$ cat src/rssa_pkg.sv
/*
  package for the rotate/subtract/sleep alu: opcode encoding, flag layout,
  reset values and register offsets.
  assumes an axi4-lite master with 32-bit data and aligned word accesses.
*/
package rssa_pkg;
  // ---------------------------------------------------------------
  // operations
  // ---------------------------------------------------------------
  typedef enum logic [2:0] {
    RSSA_OP_NONE = 3'h0,
    RSSA_OP_ROT_RIGHT = 3'h1, // rotate_right_carry_op
    RSSA_OP_SUB_LIT = 3'h2, // sub_acc_from_literal_op
    RSSA_OP_SUB_FILE = 3'h3, // sub_acc_from_file_op
    RSSA_OP_SUB_FILE_B = 3'h4, // sub_acc_from_file_borrow_op
    RSSA_OP_SLEEP = 3'h5
  } rssa_op_t;

  // ---------------------------------------------------------------
  // carriers
  // ---------------------------------------------------------------
  typedef struct packed {
    logic carry;
    logic digit_carry_flag;
    logic zero;
  } rssa_flags_t;

  typedef struct packed {
    rssa_op_t op;
    logic [6:0] file_addr;
    logic dest_file;
    logic [7:0] literal;
    logic [7:0] file_data;
  } rssa_req_t;

  typedef struct packed {
    logic acc_we;
    logic file_we;
    logic [6:0] file_addr;
    logic [7:0] result;
  } rssa_wb_t;

  typedef enum logic [1:0] {
    RSSA_ST_RUN = 2'b01,
    RSSA_ST_SLEEP = 2'b10
  } rssa_state_t;

  // ---------------------------------------------------------------
  // constants
  // ---------------------------------------------------------------
  localparam logic [7:0] RSSA_ACC_RST = 8'h00;
  localparam logic [7:0] RSSA_WDT_CLR = 8'h00;
  localparam logic [7:0] RSSA_PRE_CLR = 8'h00;
  localparam int RSSA_MSB = 7;
  localparam int RSSA_NIB = 4;
  localparam logic [31:0] RSSA_ADDR_ACC = 32'h0000_0000;
  localparam logic [31:0] RSSA_ADDR_STATUS = 32'h0000_0004;
  localparam logic [31:0] RSSA_ADDR_CTRL = 32'h0000_0008;
  localparam logic [1:0] RSSA_RESP_OK = 2'h0;
  localparam logic [1:0] RSSA_RESP_ERR = 2'h2;
  localparam int RSSA_ST_C = 0;
  localparam int RSSA_ST_DC = 1;
  localparam int RSSA_ST_Z = 2;
  localparam int RSSA_ST_PD = 3;
  localparam int RSSA_ST_TO = 4;
  localparam int RSSA_ST_SLP = 5;
  localparam int RSSA_CTRL_WAKE = 0;
endpackage : rssa_pkg

$ cat src/rssa_alu.sv
/*
  rotate/subtract/sleep alu: executes one instruction per instruction
  clock, holds the accumulator, the arithmetic flags, the power-down and
  time-out status bits, and drives watchdog clear and oscillator stop.
  assumes the core decode presents one request per cycle with the file
  operand already read, and writes back file results from o_wb.
*/
// Summary of operation
// RULE1: rotate right puts old carry into bit 7 and old bit 0 into carry, changing only carry.
// RULE2: file-register results go to the accumulator when dest is 0, else back to the file.
// RULE3: subtract-from-literal writes literal minus accumulator into the accumulator.
// RULE4: literal subtract sets carry and digit carry unless the accumulator exceeds, and sets zero.
// RULE5: file subtract computes file minus accumulator with the same carry, digit carry, zero.
// RULE6: subtract with borrow also takes away the inverted carry and routes by dest.
// RULE7: sleep clears the power-down bit and sets the time-out bit.
// RULE8: sleep clears the watchdog counter and its prescaler.
// RULE9: after sleep the core halts with its oscillator stopped until woken.
// RULE10: zero is set when an 8-bit subtract result is zero, and each operation takes one cycle.
`timescale 1ns/1ps
module rssa_alu (
  // clock and reset
  input wire logic i_core_clk,
  input wire logic i_rst_b,
  // instruction request
  input wire logic i_valid,
  input wire rssa_pkg::rssa_req_t i_req,
  input wire logic i_wake,
  // write back and status
  output rssa_pkg::rssa_wb_t o_wb,
  output logic [7:0] o_acc,
  output rssa_pkg::rssa_flags_t o_flags,
  output logic o_powerdown_status_bit,
  output logic o_timeout_status_bit,
  // watchdog and oscillator
  output logic o_wdt_clear,
  output logic [7:0] o_watchdog_counter_load,
  output logic [7:0] o_wdt_prescaler_load,
  output logic o_osc_stop,
  output logic o_halted,
  // axi4-lite slave
  input wire logic [31:0] i_awaddr,
  input wire logic i_awvalid,
  output logic o_awready,
  input wire logic [31:0] i_wdata,
  input wire logic [3:0] i_wstrb,
  input wire logic i_wvalid,
  output logic o_wready,
  output logic [1:0] o_bresp,
  output logic o_bvalid,
  input wire logic i_bready,
  input wire logic [31:0] i_araddr,
  input wire logic i_arvalid,
  output logic o_arready,
  output logic [31:0] o_rdata,
  output logic [1:0] o_rresp,
  output logic o_rvalid,
  input wire logic i_rready
);
  // ---------------------------------------------------------------
  // state
  // ---------------------------------------------------------------
  typedef struct packed {
    rssa_pkg::rssa_state_t st;
    logic [7:0] acc;
    rssa_pkg::rssa_flags_t flags;
    logic pd_b;
    logic to_b;
    logic wdt_clear;
    rssa_pkg::rssa_wb_t wb;
    logic aw_held;
    logic [31:0] awaddr;
    logic w_held;
    logic [31:0] wdata;
    logic [3:0] wstrb;
    logic bvalid;
    logic [1:0] bresp;
    logic rvalid;
    logic [31:0] rdata;
    logic [1:0] rresp;
  } rssa_state_all_t;
  // status bits reset high as after power-on; other reset causes are handled outside
  localparam rssa_state_all_t S_RST = '{
    st: rssa_pkg::RSSA_ST_RUN,
    acc: rssa_pkg::RSSA_ACC_RST,
    pd_b: 1'b1,
    to_b: 1'b1,
    default: '0
  };

  rssa_state_all_t s_r;
  rssa_state_all_t s_nxt;
  logic rst_core_b;
  logic [7:0] sub_a;
  logic [7:0] sub_b;
  logic sub_borrow;
  logic [7:0] sub_diff;
  logic sub_carry;
  logic sub_dc;

  logic [1:0] rst_sync_r;
  // reset release through two flops, kept apart from the state as it resets on the raw pin
  always_ff @(posedge i_core_clk or negedge i_rst_b) begin
    if (!i_rst_b) begin
      rst_sync_r <= 2'b00;
    end else begin
      rst_sync_r <= {rst_sync_r[0], 1'b1};
    end
  end
  assign rst_core_b = rst_sync_r[1];

  // ---------------------------------------------------------------
  // shared subtractor
  // ---------------------------------------------------------------
  // one subtractor serves all three subtracts; the literal subtract swaps the minuend, the borrow subtract adds a borrow
  always_comb begin
    sub_a = i_req.file_data;
    sub_b = s_r.acc;
    sub_borrow = 1'b0;
    if (i_req.op == rssa_pkg::RSSA_OP_SUB_LIT) begin
      sub_a = i_req.literal; // see RULE3
    end
    if (i_req.op == rssa_pkg::RSSA_OP_SUB_FILE_B) begin
      sub_borrow = ~s_r.flags.carry; // see RULE6
    end
  end

  rssa_sub8 u_sub (
    .i_a(sub_a),
    .i_b(sub_b),
    .i_borrow(sub_borrow),
    .o_diff(sub_diff),
    .o_carry(sub_carry),
    .o_dc(sub_dc)
  );

  // ---------------------------------------------------------------
  // next state
  // ---------------------------------------------------------------
  always_comb begin
    logic [7:0] res;
    logic bus_wr;
    res = 8'h00;
    bus_wr = 1'b0;
    s_nxt = s_r;
    s_nxt.wdt_clear = 1'b0;
    s_nxt.wb.acc_we = 1'b0;
    s_nxt.wb.file_we = 1'b0;
    // instruction execution, one cycle each
    case (s_r.st)
      rssa_pkg::RSSA_ST_RUN: begin
        if (i_valid) begin
          case (i_req.op)
            rssa_pkg::RSSA_OP_ROT_RIGHT: begin
              res = {s_r.flags.carry, i_req.file_data[rssa_pkg::RSSA_MSB:1]}; // see RULE1
              s_nxt.flags.carry = i_req.file_data[0]; // see RULE1
            end
            rssa_pkg::RSSA_OP_SUB_LIT, rssa_pkg::RSSA_OP_SUB_FILE,
            rssa_pkg::RSSA_OP_SUB_FILE_B: begin
              res = sub_diff; // see RULE5
              s_nxt.flags.carry = sub_carry; // see RULE4
              s_nxt.flags.digit_carry_flag = sub_dc; // see RULE4
              s_nxt.flags.zero = (sub_diff == 8'h00); // see RULE10
            end
            rssa_pkg::RSSA_OP_SLEEP: begin
              s_nxt.pd_b = 1'b0; // see RULE7
              s_nxt.to_b = 1'b1; // see RULE7
              s_nxt.wdt_clear = 1'b1; // see RULE8
              s_nxt.st = rssa_pkg::RSSA_ST_SLEEP; // see RULE9
            end
            default: begin
            end
          endcase
          // destination routing; literal subtract always lands in the accumulator
          case (i_req.op)
            rssa_pkg::RSSA_OP_SUB_LIT: begin
              s_nxt.acc = res; // see RULE3
              s_nxt.wb.acc_we = 1'b1;
            end
            rssa_pkg::RSSA_OP_ROT_RIGHT, rssa_pkg::RSSA_OP_SUB_FILE,
            rssa_pkg::RSSA_OP_SUB_FILE_B: begin
              if (i_req.dest_file) begin
                s_nxt.wb.file_we = 1'b1; // see RULE2
              end else begin
                s_nxt.acc = res; // see RULE2
                s_nxt.wb.acc_we = 1'b1;
              end
            end
            default: begin
            end
          endcase
          s_nxt.wb.result = res;
          s_nxt.wb.file_addr = i_req.file_addr;
        end
      end
      rssa_pkg::RSSA_ST_SLEEP: begin
        // requests are ignored while halted; wake comes from outside
        if (i_wake) begin
          s_nxt.st = rssa_pkg::RSSA_ST_RUN; // see RULE9
        end
      end
      default: begin
        s_nxt.st = rssa_pkg::RSSA_ST_RUN;
      end
    endcase

    // axi4-lite write: address and data taken in either order
    if (!s_r.aw_held && i_awvalid) begin
      s_nxt.aw_held = 1'b1;
      s_nxt.awaddr = i_awaddr;
    end
    if (!s_r.w_held && i_wvalid) begin
      s_nxt.w_held = 1'b1;
      s_nxt.wdata = i_wdata;
      s_nxt.wstrb = i_wstrb;
    end
    if (s_r.bvalid && i_bready) begin
      s_nxt.bvalid = 1'b0;
    end
    bus_wr = s_r.aw_held && s_r.w_held && !s_r.bvalid;
    if (bus_wr) begin
      s_nxt.aw_held = 1'b0;
      s_nxt.w_held = 1'b0;
      s_nxt.bvalid = 1'b1;
      s_nxt.bresp = rssa_pkg::RSSA_RESP_OK;
      if (s_r.awaddr == rssa_pkg::RSSA_ADDR_ACC) begin
        // software writes lose to a same-cycle instruction write
        if (s_r.wstrb[0] && !s_nxt.wb.acc_we) begin
          s_nxt.acc = s_r.wdata[7:0];
        end
      end else if (s_r.awaddr == rssa_pkg::RSSA_ADDR_CTRL) begin
        if (s_r.wstrb[0] && s_r.wdata[rssa_pkg::RSSA_CTRL_WAKE]) begin
          s_nxt.st = rssa_pkg::RSSA_ST_RUN;
        end
      end else if (s_r.awaddr != rssa_pkg::RSSA_ADDR_STATUS) begin
        s_nxt.bresp = rssa_pkg::RSSA_RESP_ERR;
      end
    end

    // axi4-lite read
    if (s_r.rvalid && i_rready) begin
      s_nxt.rvalid = 1'b0;
    end
    if (!s_r.rvalid && i_arvalid) begin
      s_nxt.rvalid = 1'b1;
      s_nxt.rresp = rssa_pkg::RSSA_RESP_OK;
      s_nxt.rdata = 32'h0000_0000;
      case (i_araddr)
        rssa_pkg::RSSA_ADDR_ACC: s_nxt.rdata[7:0] = s_r.acc;
        rssa_pkg::RSSA_ADDR_STATUS: begin
          s_nxt.rdata[rssa_pkg::RSSA_ST_C] = s_r.flags.carry;
          s_nxt.rdata[rssa_pkg::RSSA_ST_DC] = s_r.flags.digit_carry_flag;
          s_nxt.rdata[rssa_pkg::RSSA_ST_Z] = s_r.flags.zero;
          s_nxt.rdata[rssa_pkg::RSSA_ST_PD] = s_r.pd_b;
          s_nxt.rdata[rssa_pkg::RSSA_ST_TO] = s_r.to_b;
          s_nxt.rdata[rssa_pkg::RSSA_ST_SLP] = (s_r.st == rssa_pkg::RSSA_ST_SLEEP);
        end
        rssa_pkg::RSSA_ADDR_CTRL: s_nxt.rdata = 32'h0000_0000;
        default: s_nxt.rresp = rssa_pkg::RSSA_RESP_ERR;
      endcase
    end
  end

  // ---------------------------------------------------------------
  // registers
  // ---------------------------------------------------------------
  // one register stage for the whole state, reset through the synchronised copy
  always_ff @(posedge i_core_clk or negedge rst_core_b) begin
    if (!rst_core_b) begin
      s_r <= S_RST;
    end else begin
      s_r <= s_nxt;
    end
  end

  // ---------------------------------------------------------------
  // outputs
  // ---------------------------------------------------------------
  assign o_wb = s_r.wb;
  assign o_acc = s_r.acc;
  assign o_flags = s_r.flags;
  assign o_powerdown_status_bit = s_r.pd_b;
  assign o_timeout_status_bit = s_r.to_b;
  assign o_wdt_clear = s_r.wdt_clear; // see RULE8
  assign o_watchdog_counter_load = rssa_pkg::RSSA_WDT_CLR;
  assign o_wdt_prescaler_load = rssa_pkg::RSSA_PRE_CLR;
  assign o_osc_stop = (s_r.st == rssa_pkg::RSSA_ST_SLEEP); // see RULE9
  assign o_halted = (s_r.st == rssa_pkg::RSSA_ST_SLEEP);
  assign o_awready = !s_r.aw_held;
  assign o_wready = !s_r.w_held;
  assign o_bvalid = s_r.bvalid;
  assign o_bresp = s_r.bresp;
  assign o_arready = !s_r.rvalid;
  assign o_rvalid = s_r.rvalid;
  assign o_rdata = s_r.rdata;
  assign o_rresp = s_r.rresp;
endmodule : rssa_alu

$ cat src/rssa_sub8.sv
/*
  8-bit subtractor a - b - borrow with carry (not borrow) and digit carry.
  assumes nothing; purely combinational.
*/
`timescale 1ns/1ps
module rssa_sub8 (
  // operands
  input wire logic [7:0] i_a,
  input wire logic [7:0] i_b,
  input wire logic i_borrow,
  // result
  output logic [7:0] o_diff,
  output logic o_carry,
  output logic o_dc
);
  logic [8:0] sum;
  logic [4:0] low;
  // two's complement: a + ~b + carry_in, carry_in is the inverted borrow
  always_comb begin
    sum = {1'b0, i_a} + {1'b0, ~i_b} + {8'h00, ~i_borrow};
    low = {1'b0, i_a[3:0]} + {1'b0, ~i_b[3:0]} + {4'h0, ~i_borrow};
    o_diff = sum[7:0];
    o_carry = sum[8];
    o_dc = low[4];
  end
endmodule : rssa_sub8
$ cat config.mk
export PLATFORM = sky130hd
export DESIGN_NAME = rssa_alu
export DESIGN_NICKNAME = d
export VERILOG_FILES = /design/src/rssa_pkg.sv /design/src/rssa_alu.sv /design/src/rssa_sub8.sv
export SDC_FILE = /design/constraint.sdc
export NUM_CORES = 1
export LEC_CHECK = 0
export BUFFER_PORTS_ARGS = -buffer_cell sky130_fd_sc_hd__buf_4
export CORE_MARGIN = 5
export CORE_UTILIZATION = 35
export CTS_BUF_LIST = sky130_fd_sc_hd__clkbuf_8
export CTS_CLUSTER_SIZE = 30
export DETAILED_ROUTE_END_ITERATION = 12
export PLACE_DENSITY = 0.7
export SYNTH_ARGS = -nofsm -noshare
export SYNTH_HDL_FRONTEND = slang
export SYNTH_SLANG_ARGS = --single-unit
export TNS_END_PERCENT = 10
$ cat constraint.sdc
create_clock -name i_core_clk -period 8.4 [get_ports i_core_clk]
set_clock_uncertainty 0.2 [all_clocks]
set_input_delay 0.42 -clock i_core_clk [delete_from_list [all_inputs] [get_ports i_core_clk]]
set_output_delay 0.42 -clock i_core_clk [all_outputs]
set_load 0.05 [all_outputs]
==> results of run 1 <==
cells by family (layout without fill, tap and decap cells):
group / count (synthesis) / after routing
adders and majority gates: 11 / 11
AOI/OAI and AO/OA: 80 / 80
and+or+nand+nor: 118 / 118
buffers and inverters: 116 / 196
xor gates and xnor gates: 3 / 3
muxes: 54 / 54
DFF: 89 / 89
other: 2 / 44
per-stage QoR:
stage	setup slack [ns]	instances	cell area [sq um]	util
2_1_floorplan	5.15	515	5090	-
3_3_place_gp	4.53	757	5820	0.420
3_5_place_dp	4.46	757	5820	0.420
4_1_cts	4.89	775	6050	0.436
5_1_grt	4.77	775	6050	0.436
6_report	4.84	775	6050	0.436
where the power goes:
part	internal [W]	switching (W)	total, W
logic	0.000354	0.000590	0.000944
clock network	0.000147	0.000161	0.000308
registers	0.000604	0.000129	0.000733
total	0.00110	0.000881	0.00199
timing repair:
action	CTS	global route
resized for setup	0	0
hold buffers	2	0
endpoints found under the hold margin	3	0
layer usage:
layer,share of wire,vias to the layer above,wire length (um)
met5,0,-,0
met4,0.015,0,204
met3,0.12,14,1530
met2,0.50,171,6580
met1,0.37,1747,4860
li1,-,1753,-
cell usage after synthesis, drive strengths merged (2+ instances only):
cell	number
a211oi	4
a21oi	9
a22o	2
a22oi	4
a32oi	2
and2	4
and3	2
buf	88
clkbuf	7
conb	2
dfrtp	87
dfstp	2
fa	2
ha	9
inv	21
mux2	46
mux2i	8
nand2	50
nand2b	3
nand3	3
nand4	4
nor2	19
nor2b	5
nor3	4
nor4	15
o21a	8
o21ai	29
o221ai	2
o22ai	3
o31ai	8
or3	2
or3b	2
xnor2	3
final cells by class:
class / instances / area (sq um)
Fill cell: 1335 / 7830
Sequential cell: 89 / 2230
Multi-Input combinational cell: 310 / 2110
Timing Repair Buffer: 159 / 1200
Tap cell: 180 / 225
Clock buffer: 10 / 138
Inverter: 21 / 78.8
Clock inverter: 6 / 66.3
worst max path at each step:
stage,depth (start not counted),startpoint,to,slack (ns)
after CTS,12,i_req[26],o_acc[6],4.89
after global placement,12,i_req[26],o_acc[6],4.53
final,12,i_req[26],o_acc[6],4.84
after global routing,12,i_req[26],o_acc[6],4.77
after detailed placement,12,i_req[26],o_acc[6],4.46
after floorplan,12,i_req[26],o_acc[6],5.15
worst min-delay path, stage by stage:
cell     delay, ns
buf_4         0.07
nand2_1       0.04
nand2_1       0.04
sequential cells by signal, summed over array words and instances, names as in the netlist:
name,cells
o_acc,8
o_bresp,1
o_bvalid,1
o_flags,3
o_powerdown_status_bit,1
o_rdata,8
o_rresp,1
o_rvalid,1
o_wb,17
o_wdt_clear,1
rst_sync_r,2
s_r,45
layout by cell type (no fill, tap or decap), types with 3 or more instances in the layout:
| cell type | netlist | final |
|---|---|---|
| clkbuf_8 | 0 | 10 |
| a211oi_1 | 4 | 4 |
| buf_4 | 82 | 157 |
| nand4_1 | 4 | 4 |
| nor3_1 | 3 | 3 |
| mux2i_1 | 8 | 8 |
| o31ai_1 | 6 | 6 |
| nor2_1 | 16 | 16 |
| conb_1 | 2 | 44 |
| nand3_1 | 3 | 3 |
| dfrtp_1 | 87 | 86 |
| nor2b_1 | 5 | 4 |
| o21ai_0 | 25 | 25 |
| nand2b_1 | 3 | 3 |
| inv_1 | 21 | 22 |
| a21oi_1 | 9 | 9 |
| a22oi_1 | 4 | 4 |
| ha_1 | 9 | 9 |
| nand2_1 | 50 | 50 |
| mux2_1 | 4 | 4 |
| o21a_1 | 8 | 8 |
| nor4_1 | 13 | 13 |
| xnor2_1 | 3 | 3 |
| mux2_2 | 42 | 42 |
==> flow_summary.ini, run 1 <==
[clocking]
cts_tree = yes
ctsHtreeMaxLevel = 3
clock_latency_ns = 0.38
cts_num_sinks = 89
postCtsSetupBuffers = 0
clk_path_buf_depth = 2
cts_buffers = 9
clk_pin_slew_worst_paths_ns = 0.08
root_buffer = clkbuf_8

[global_routing]
grt_overflow = 0
grtUsageMet1 = 0.176
grt_util_all_layers = 0.159
grt_pass1_vias = 3898
grt_pass1_wl_mm = 20.1
antenna_found_initial = 0
grt_use_met3 = 0.0693
top_usage_layer = met2
grt_max_degree = 61
use_met2 = 0.274

[worst_setup_path]
cpMostUsedCell = fa_1
cp_max_fo = 8
cpMaxStageDelayCell = a221oi_1
rr_endpoint = o_acc[6]
critical_path_buf_inv_count = 1
crit_chain = buf_4 -> nand2b_1 -> nor2_2 -> mux2i_1 -> fa_1 -> fa_1 -> nor2b_1 -> o31ai_2 -> a21oi_1 -> a211oi_1 -> a221oi_1 -> o22ai_2
crit_family = compound AO/OA/AOI/OAI gates
r2r_cells = 9
crit_required_ns = 8.44
cp-start-kind = input pin
arrival_ns = 3.60
worstSetupPathType = in -> reg
r2r-start = o_flags[2]
critPathMaxStageDelay_ns = 0.48
ff2ff_setup_slack_ns = 5.36
cp-end-kind = flip-flop

[worst_hold_path]
hold_path.class = in -> reg
holdPathEnd = o_wb[14]
worstHoldStart = i_req[23]
hold_depth = 3

[sta]
worst_slew_pin_slew_ns = 0.775
finalCritPeriodShare = 0.424
max_freq_ghz = 0.281
fin_hold_ws_ns = 0.0307
hold_violations = 0
slew_violations = 0
relSlewSlack = 0.482
rsz0062_at_grt = no
layout_min_cycle_time_ns = 3.56
setup_viol = 0
finalSetupTns_ns = 0

[final_layout]
area_delta_synth_final_pct = 22.5
drive_gt1_frac = 0.397
diodes = 0
nNetsFinal = 737

[logic_synthesis]
ys_seq_area_frac = 0.452
synth-compound-area-share = 0.111
ys_types = 62
synth.largest_area_cell = dfrtp_1
syn-mean-instance-area_sq_um = 10.4
synth-xor-area-share = 0.00532
synthCells = 473
muxShareOfSynthArea = 0.121
synth-adder-area-share = 0.0309
netlist_area_sq_um = 4930
ys_top_cells_by_area = dfrtp_1 (44%), buf_4 (12%), mux2_2 (9.6%), nand2_1 (3.8%), o21ai_0 (2.5%)
ys_ff_latch = 89
ys_async_sr_fraction = 1.00
synth_flop_cell = dfrtp_1
synth_top_area_frac = 0.441
synth_top_family_by_area = buffers and inverters
yosysWarnings = 0
synth_edf_count = 0
yosys.area_share.simple = 0.125

[power]
peakVddDrop_mv = 0.192
p_per_area_nw_per_um2 = 328
p_leak_nw = 2.91
p_total_w = 0.00199

[floorplanning]
core_area_sq_um = 13900
die-area_sq_um = 16600
ios = 226
dieWidth_um = 129
die_h_um = 129
start_util = 0.356
rows = 43

[outcome]
outcome = finished, final reports clean

[routing]
drt_wl_total_mm = 13.2
wl_per_cell_um = 17.0
dr.pass1.iters = 5
vias = 3685
via_per_inst = 4.75
ant_nets = 0
first_iter_violations = 128
drc = 0

[place]
port_buffers = 155
place.gp.congestion = 0.874
dp_hpwl_mm = 10.6

[run]
maxCapViolCount = 0
(Power assumes the default switching activity.)
==> run 2: changes to the inputs <==
PLACE_DENSITY = 0.72   (was 0.7)
clock period = 2.9 ns   (was 8.4 ns; I/O delays follow)
==> flow_summary.ini, run 2 (synthesized netlist as in run 1, its figures left out) <==
[outcome]
outcome = finished, final reports clean

[routing]
drt_wl_total_mm = 14.6
via_per_inst = 4.69
wl_per_cell_um = 16.9
drc = 0
first_iter_violations = 110
vias = 4060
ant_nets = 0
dr.pass1.iters = 4

[floorplanning]
die-area_sq_um = 16600
core_area_sq_um = 13900
die_h_um = 129
start_util = 0.356
dieWidth_um = 129
ios = 226
rows = 43

[final_layout]
area_delta_synth_final_pct = 39.4
diodes = 0
nNetsFinal = 828
drive_gt1_frac = 0.389
final_cell_mix = buf_4 (186), dfrtp_1 (86), dlygate4sd3_1 (63), nand2_1 (50), conb_1 (44)
largest_reg_flops = 45
design_area_sq_um = 6880
fillerInstances = 1260
top_register = s_r
final_common_cell = buf_4

[clocking]
root_buffer = clkbuf_8
clock_latency_ns = 0.38
cts_buffers = 9
postCtsSetupBuffers = 0
clk_pin_slew_worst_paths_ns = 0.10
clk_path_buf_depth = 2
cts_num_sinks = 89
cts_tree = yes
ctsHtreeMaxLevel = 3

[sta]
max_freq_ghz = 0.367
relSlewSlack = 0.474
fin_hold_ws_ns = 0.0355
finalCritPeriodShare = 0.941
hold_violations = 0
layout_min_cycle_time_ns = 2.73
rsz0062_at_grt = no
finalSetupTns_ns = 0
slew_violations = 0
setup_viol = 0
worst_slew_pin_slew_ns = 0.787

[worst_hold_path]
hold_path.class = in -> reg

[worst_setup_path]
cpMaxStageDelayCell = dlygate4sd3_1
cp-end-kind = flip-flop
crit_required_ns = 2.95
critPathMaxStageDelay_ns = 0.54
cpMostUsedCell = buf_4
cp-start-kind = input pin
worstSetupPathType = in -> reg
critical_path_buf_inv_count = 3
cp_max_fo = 2
arrival_ns = 2.78
crit_chain = dlygate4sd3_1 -> buf_4 -> mux2_2 -> ha_1 -> nor2b_1 -> o31a_1 -> o21a_1 -> or3_1 -> a32oi_1 -> buf_4 -> o221ai_2
crit_family = buffers and inverters

[global_routing]
grt_max_degree = 51
grt_pass1_vias = 4334
grt_overflow = 0
antenna_found_initial = 0
grt_pass1_wl_mm = 22.5
grt_util_all_layers = 0.176

[place]
place.gp.congestion = 0.823
placed_area_sq_um = 6070
dp_hpwl_mm = 11.1
port_buffers = 155

[power]
p_leak_nw = 3.31
p_per_area_nw_per_um2 = 873
p_total_w = 0.00601
peakVddDrop_mv = 0.425

[run]
maxCapViolCount = 0
[run 2: what timing repair did]
| item | 4_1_cts | 5_1_grt |
|---|---|---|
| endpoints found under the setup margin | 0 | 1 |
| hold buffers | 63 | 0 |
| hold endpoints to repair | 67 | 0 |
| gates resized for setup | 0 | 1 |
[run 2: final timing paths]
kind / from / to / slack (ns) / depth (start not counted)
setup reg to reg: o_acc[0] / o_wb[6] / 0.25 / 8
hold / removal: i_req[6] / o_wb[5] / 0.04 / 4
min in group asynchronous: rst_sync_r[1] / s_r[93] / 0.18 / 0
setup / recovery: i_req[1] / o_acc[5] / 0.17 / 11
max in group asynchronous: rst_sync_r[1] / s_r[100] / 1.66 / 1
hold reg to reg: rst_sync_r[0] / rst_sync_r[1] / 0.17 / 0
[run 2: power breakdown]
| group | internal (W) | switching [W] | total, W |
|---|---|---|---|
| registers | 0.00175 | 0.000386 | 0.00214 |
| clock network | 0.000321 | 0.000495 | 0.000815 |
| logic | 0.00126 | 0.00180 | 0.00306 |
| total | 0.00333 | 0.00268 | 0.00601 |
[run 2: final cells by class]
class / count / area [sq um] / area share
tap: 180 / 225 / 0.0327
clock buffer: 9 / 124 / 0.0180
multi-input combinational: 310 / 2120 / 0.308
clock inverter: 7 / 53.8 / 0.00782
inverter: 21 / 78.8 / 0.0115
sequential: 89 / 2230 / 0.325
timing repair buffer: 250 / 2050 / 0.298
[run 2: layer usage]
metal,part of all wire,routed length [um],track usage
met1,0.39,5650,0.200
met2,0.50,7360,0.315
met3,0.089,1300,0.0490
met4,0.022,315,0.0624
met5,0,0,0
[run 2: through the flow]
stage,std cells,setup slack [ns],util
CTS,866,0.0869,0.495
floorplan,515,0.0153,-
finish,866,0.172,0.496
global route,866,0.0316,0.496
detailed placement,787,-0.195,0.437
global placement,787,-0.141,0.437
[run 2: worst reg2reg max path, delay by kind of cell, from the launching register on]
family                   cells  cell delay, ns
adder cells (fa/ha/maj)      2            0.89
AND/OR/NAND/NOR              1            0.20
buffers and inverters        1            0.19
AO/OA/AOI/OAI                4            0.69
flip-flops                   1            0.42
==> run 3: changes to the inputs <==
RECOVER_POWER = 25   (was unset)
SKIP_LAST_GASP = 1   (was unset)
==> flow_summary.ini, run 3 (synthesized netlist as in run 1, its figures left out) <==
[global_routing]
grt_pass1_wl_mm = 22.5
grt_overflow = 0
grt_pass1_vias = 4334
grt_util_all_layers = 0.176
grt_max_degree = 51
antenna_found_initial = 0

[clocking]
clk_pin_slew_worst_paths_ns = 0.09
clock_latency_ns = 0.38
ctsHtreeMaxLevel = 3
root_buffer = clkbuf_8
cts_num_sinks = 89
cts_tree = yes
clk_path_buf_depth = 2
cts_buffers = 9

[sta]
worst_slew_pin_slew_ns = 2.12
rsz0062_at_grt = no
setup_viol = 0
hold_violations = 0
relSlewSlack = -0.412
max_freq_ghz = 0.366
finalCritPeriodShare = 0.941
worst_slack_ns = 0.171
layout_min_cycle_time_ns = 2.73
slew_violations = 50

[power]
p_per_area_nw_per_um2 = 874
p_leak_nw = 3.31
p_total_w = 0.00601
peakVddDrop_mv = 0.425

[final_layout]
diodes = 0
fillerInstances = 1264
nNetsFinal = 828
regArea_sq_um = 2230
top_register = s_r
drive_gt1_frac = 0.386
multiInputGateArea_sq_um = 2120
largest_reg_flops = 45
final_common_cell = buf_4
post-route-util = 0.495
area_delta_synth_final_pct = 39.3
final_cell_mix = buf_4 (184), dfrtp_1 (87), dlygate4sd3_1 (63), nand2_1 (50), conb_1 (44)

[worst_setup_path]
cp_max_fo = 2
crit_family = buffers and inverters
critPathMaxStageDelay_ns = 0.54
worstSetupPathType = in -> reg
cp-end-kind = flip-flop
arrival_ns = 2.77
cp-start-kind = input pin
cpMostUsedCell = buf_4
cpMaxStageDelayCell = dlygate4sd3_1
crit_chain = dlygate4sd3_1 -> buf_4 -> mux2_2 -> ha_1 -> nor2b_1 -> o31a_1 -> o21a_1 -> or3_1 -> a32oi_1 -> buf_4 -> o221ai_2
critical_path_buf_inv_count = 3
crit_required_ns = 2.95

[floorplanning]
die_h_um = 129
core_area_sq_um = 13900
die-area_sq_um = 16600
start_util = 0.356
ios = 226
rows = 43
dieWidth_um = 129

[worst_hold_path]
hold_path.class = in -> reg

[routing]
vias = 4076
dr.pass1.iters = 5
first_iter_violations = 119
drt_wl_total_mm = 14.6
ant_nets = 0
via_per_inst = 4.71
drc = 0
wl_per_cell_um = 16.9

[run]
maxCapViolCount = 1

[place]
pre_cts_slack_ns = -0.195
dp_hpwl_mm = 11.1
place.gp.congestion = 0.823
port_buffers = 155

[outcome]
outcome = finished with violations
violations = capacitance limit, slew limit
==> run 3: area by class of cell <==
class / instances / area share
Clock buffer: 9 / 0.0180
Timing Repair Buffer: 250 / 0.297
Tap cell: 180 / 0.0328
Multi-Input combinational cell: 310 / 0.308
Clock inverter: 7 / 0.00783
Inverter: 21 / 0.0115
Sequential cell: 89 / 0.324
==> run 3: worst min-delay path, cell delays in order <==
cell	delay, ns
buf_4	0.09
a32oi_1	0.07
buf_4	0.15
o21ai_1	0.12
==> run 3: worst paths after layout <==
kind,startpoint,to,slack (ns),depth (start not counted)
min in group asynchronous,i_rst_b,rst_sync_r[0],0.43,3
max reg2reg,o_acc[0],o_wb[6],0.25,8
min,i_req[6],o_wb[5],0.03,4
min reg2reg,rst_sync_r[0],rst_sync_r[1],0.17,0
max,i_req[1],o_acc[5],0.17,11
max in group asynchronous,rst_sync_r[1],o_flags[1],0.58,0
==> run 3: repair_timing <==
item,in CTS,in global routing
hold buffers,63,0
gates resized for setup,0,1
setup buffers,0,0
endpoints found under the setup margin,0,1
hold endpoints to repair,67,0
==> run 3: metrics by stage <==
stage               instances  setup TNS [ns]  hold WS (ns)  area (sq um)
floorplan                 515               0        -0.351          5100
global placement          787          -0.394        -0.272          6070
detailed placement        787          -0.666        -0.269          6070
CTS                       866               0        0.0120          6870
global route              866               0        0.0506          6870
finish                    866               0        0.0347          6870
==> run 3: layer usage <==
metal | part of all wire | vias up | track usage
met2 | 0.50 | 182 | 0.315
met3 | 0.091 | 24 | 0.0490
met1 | 0.38 | 1940 | 0.200
li1 | - | 1930 | -
met5 | 0 | - | 0
met4 | 0.022 | 0 | 0.0624
==> run 3: power by group <==
part | internal (W) | total, W | switching [W]
Combinational | 0.00125 | 0.00306 | 0.00180
Clock | 0.000321 | 0.000815 | 0.000494
Sequential | 0.00175 | 0.00214 | 0.000387
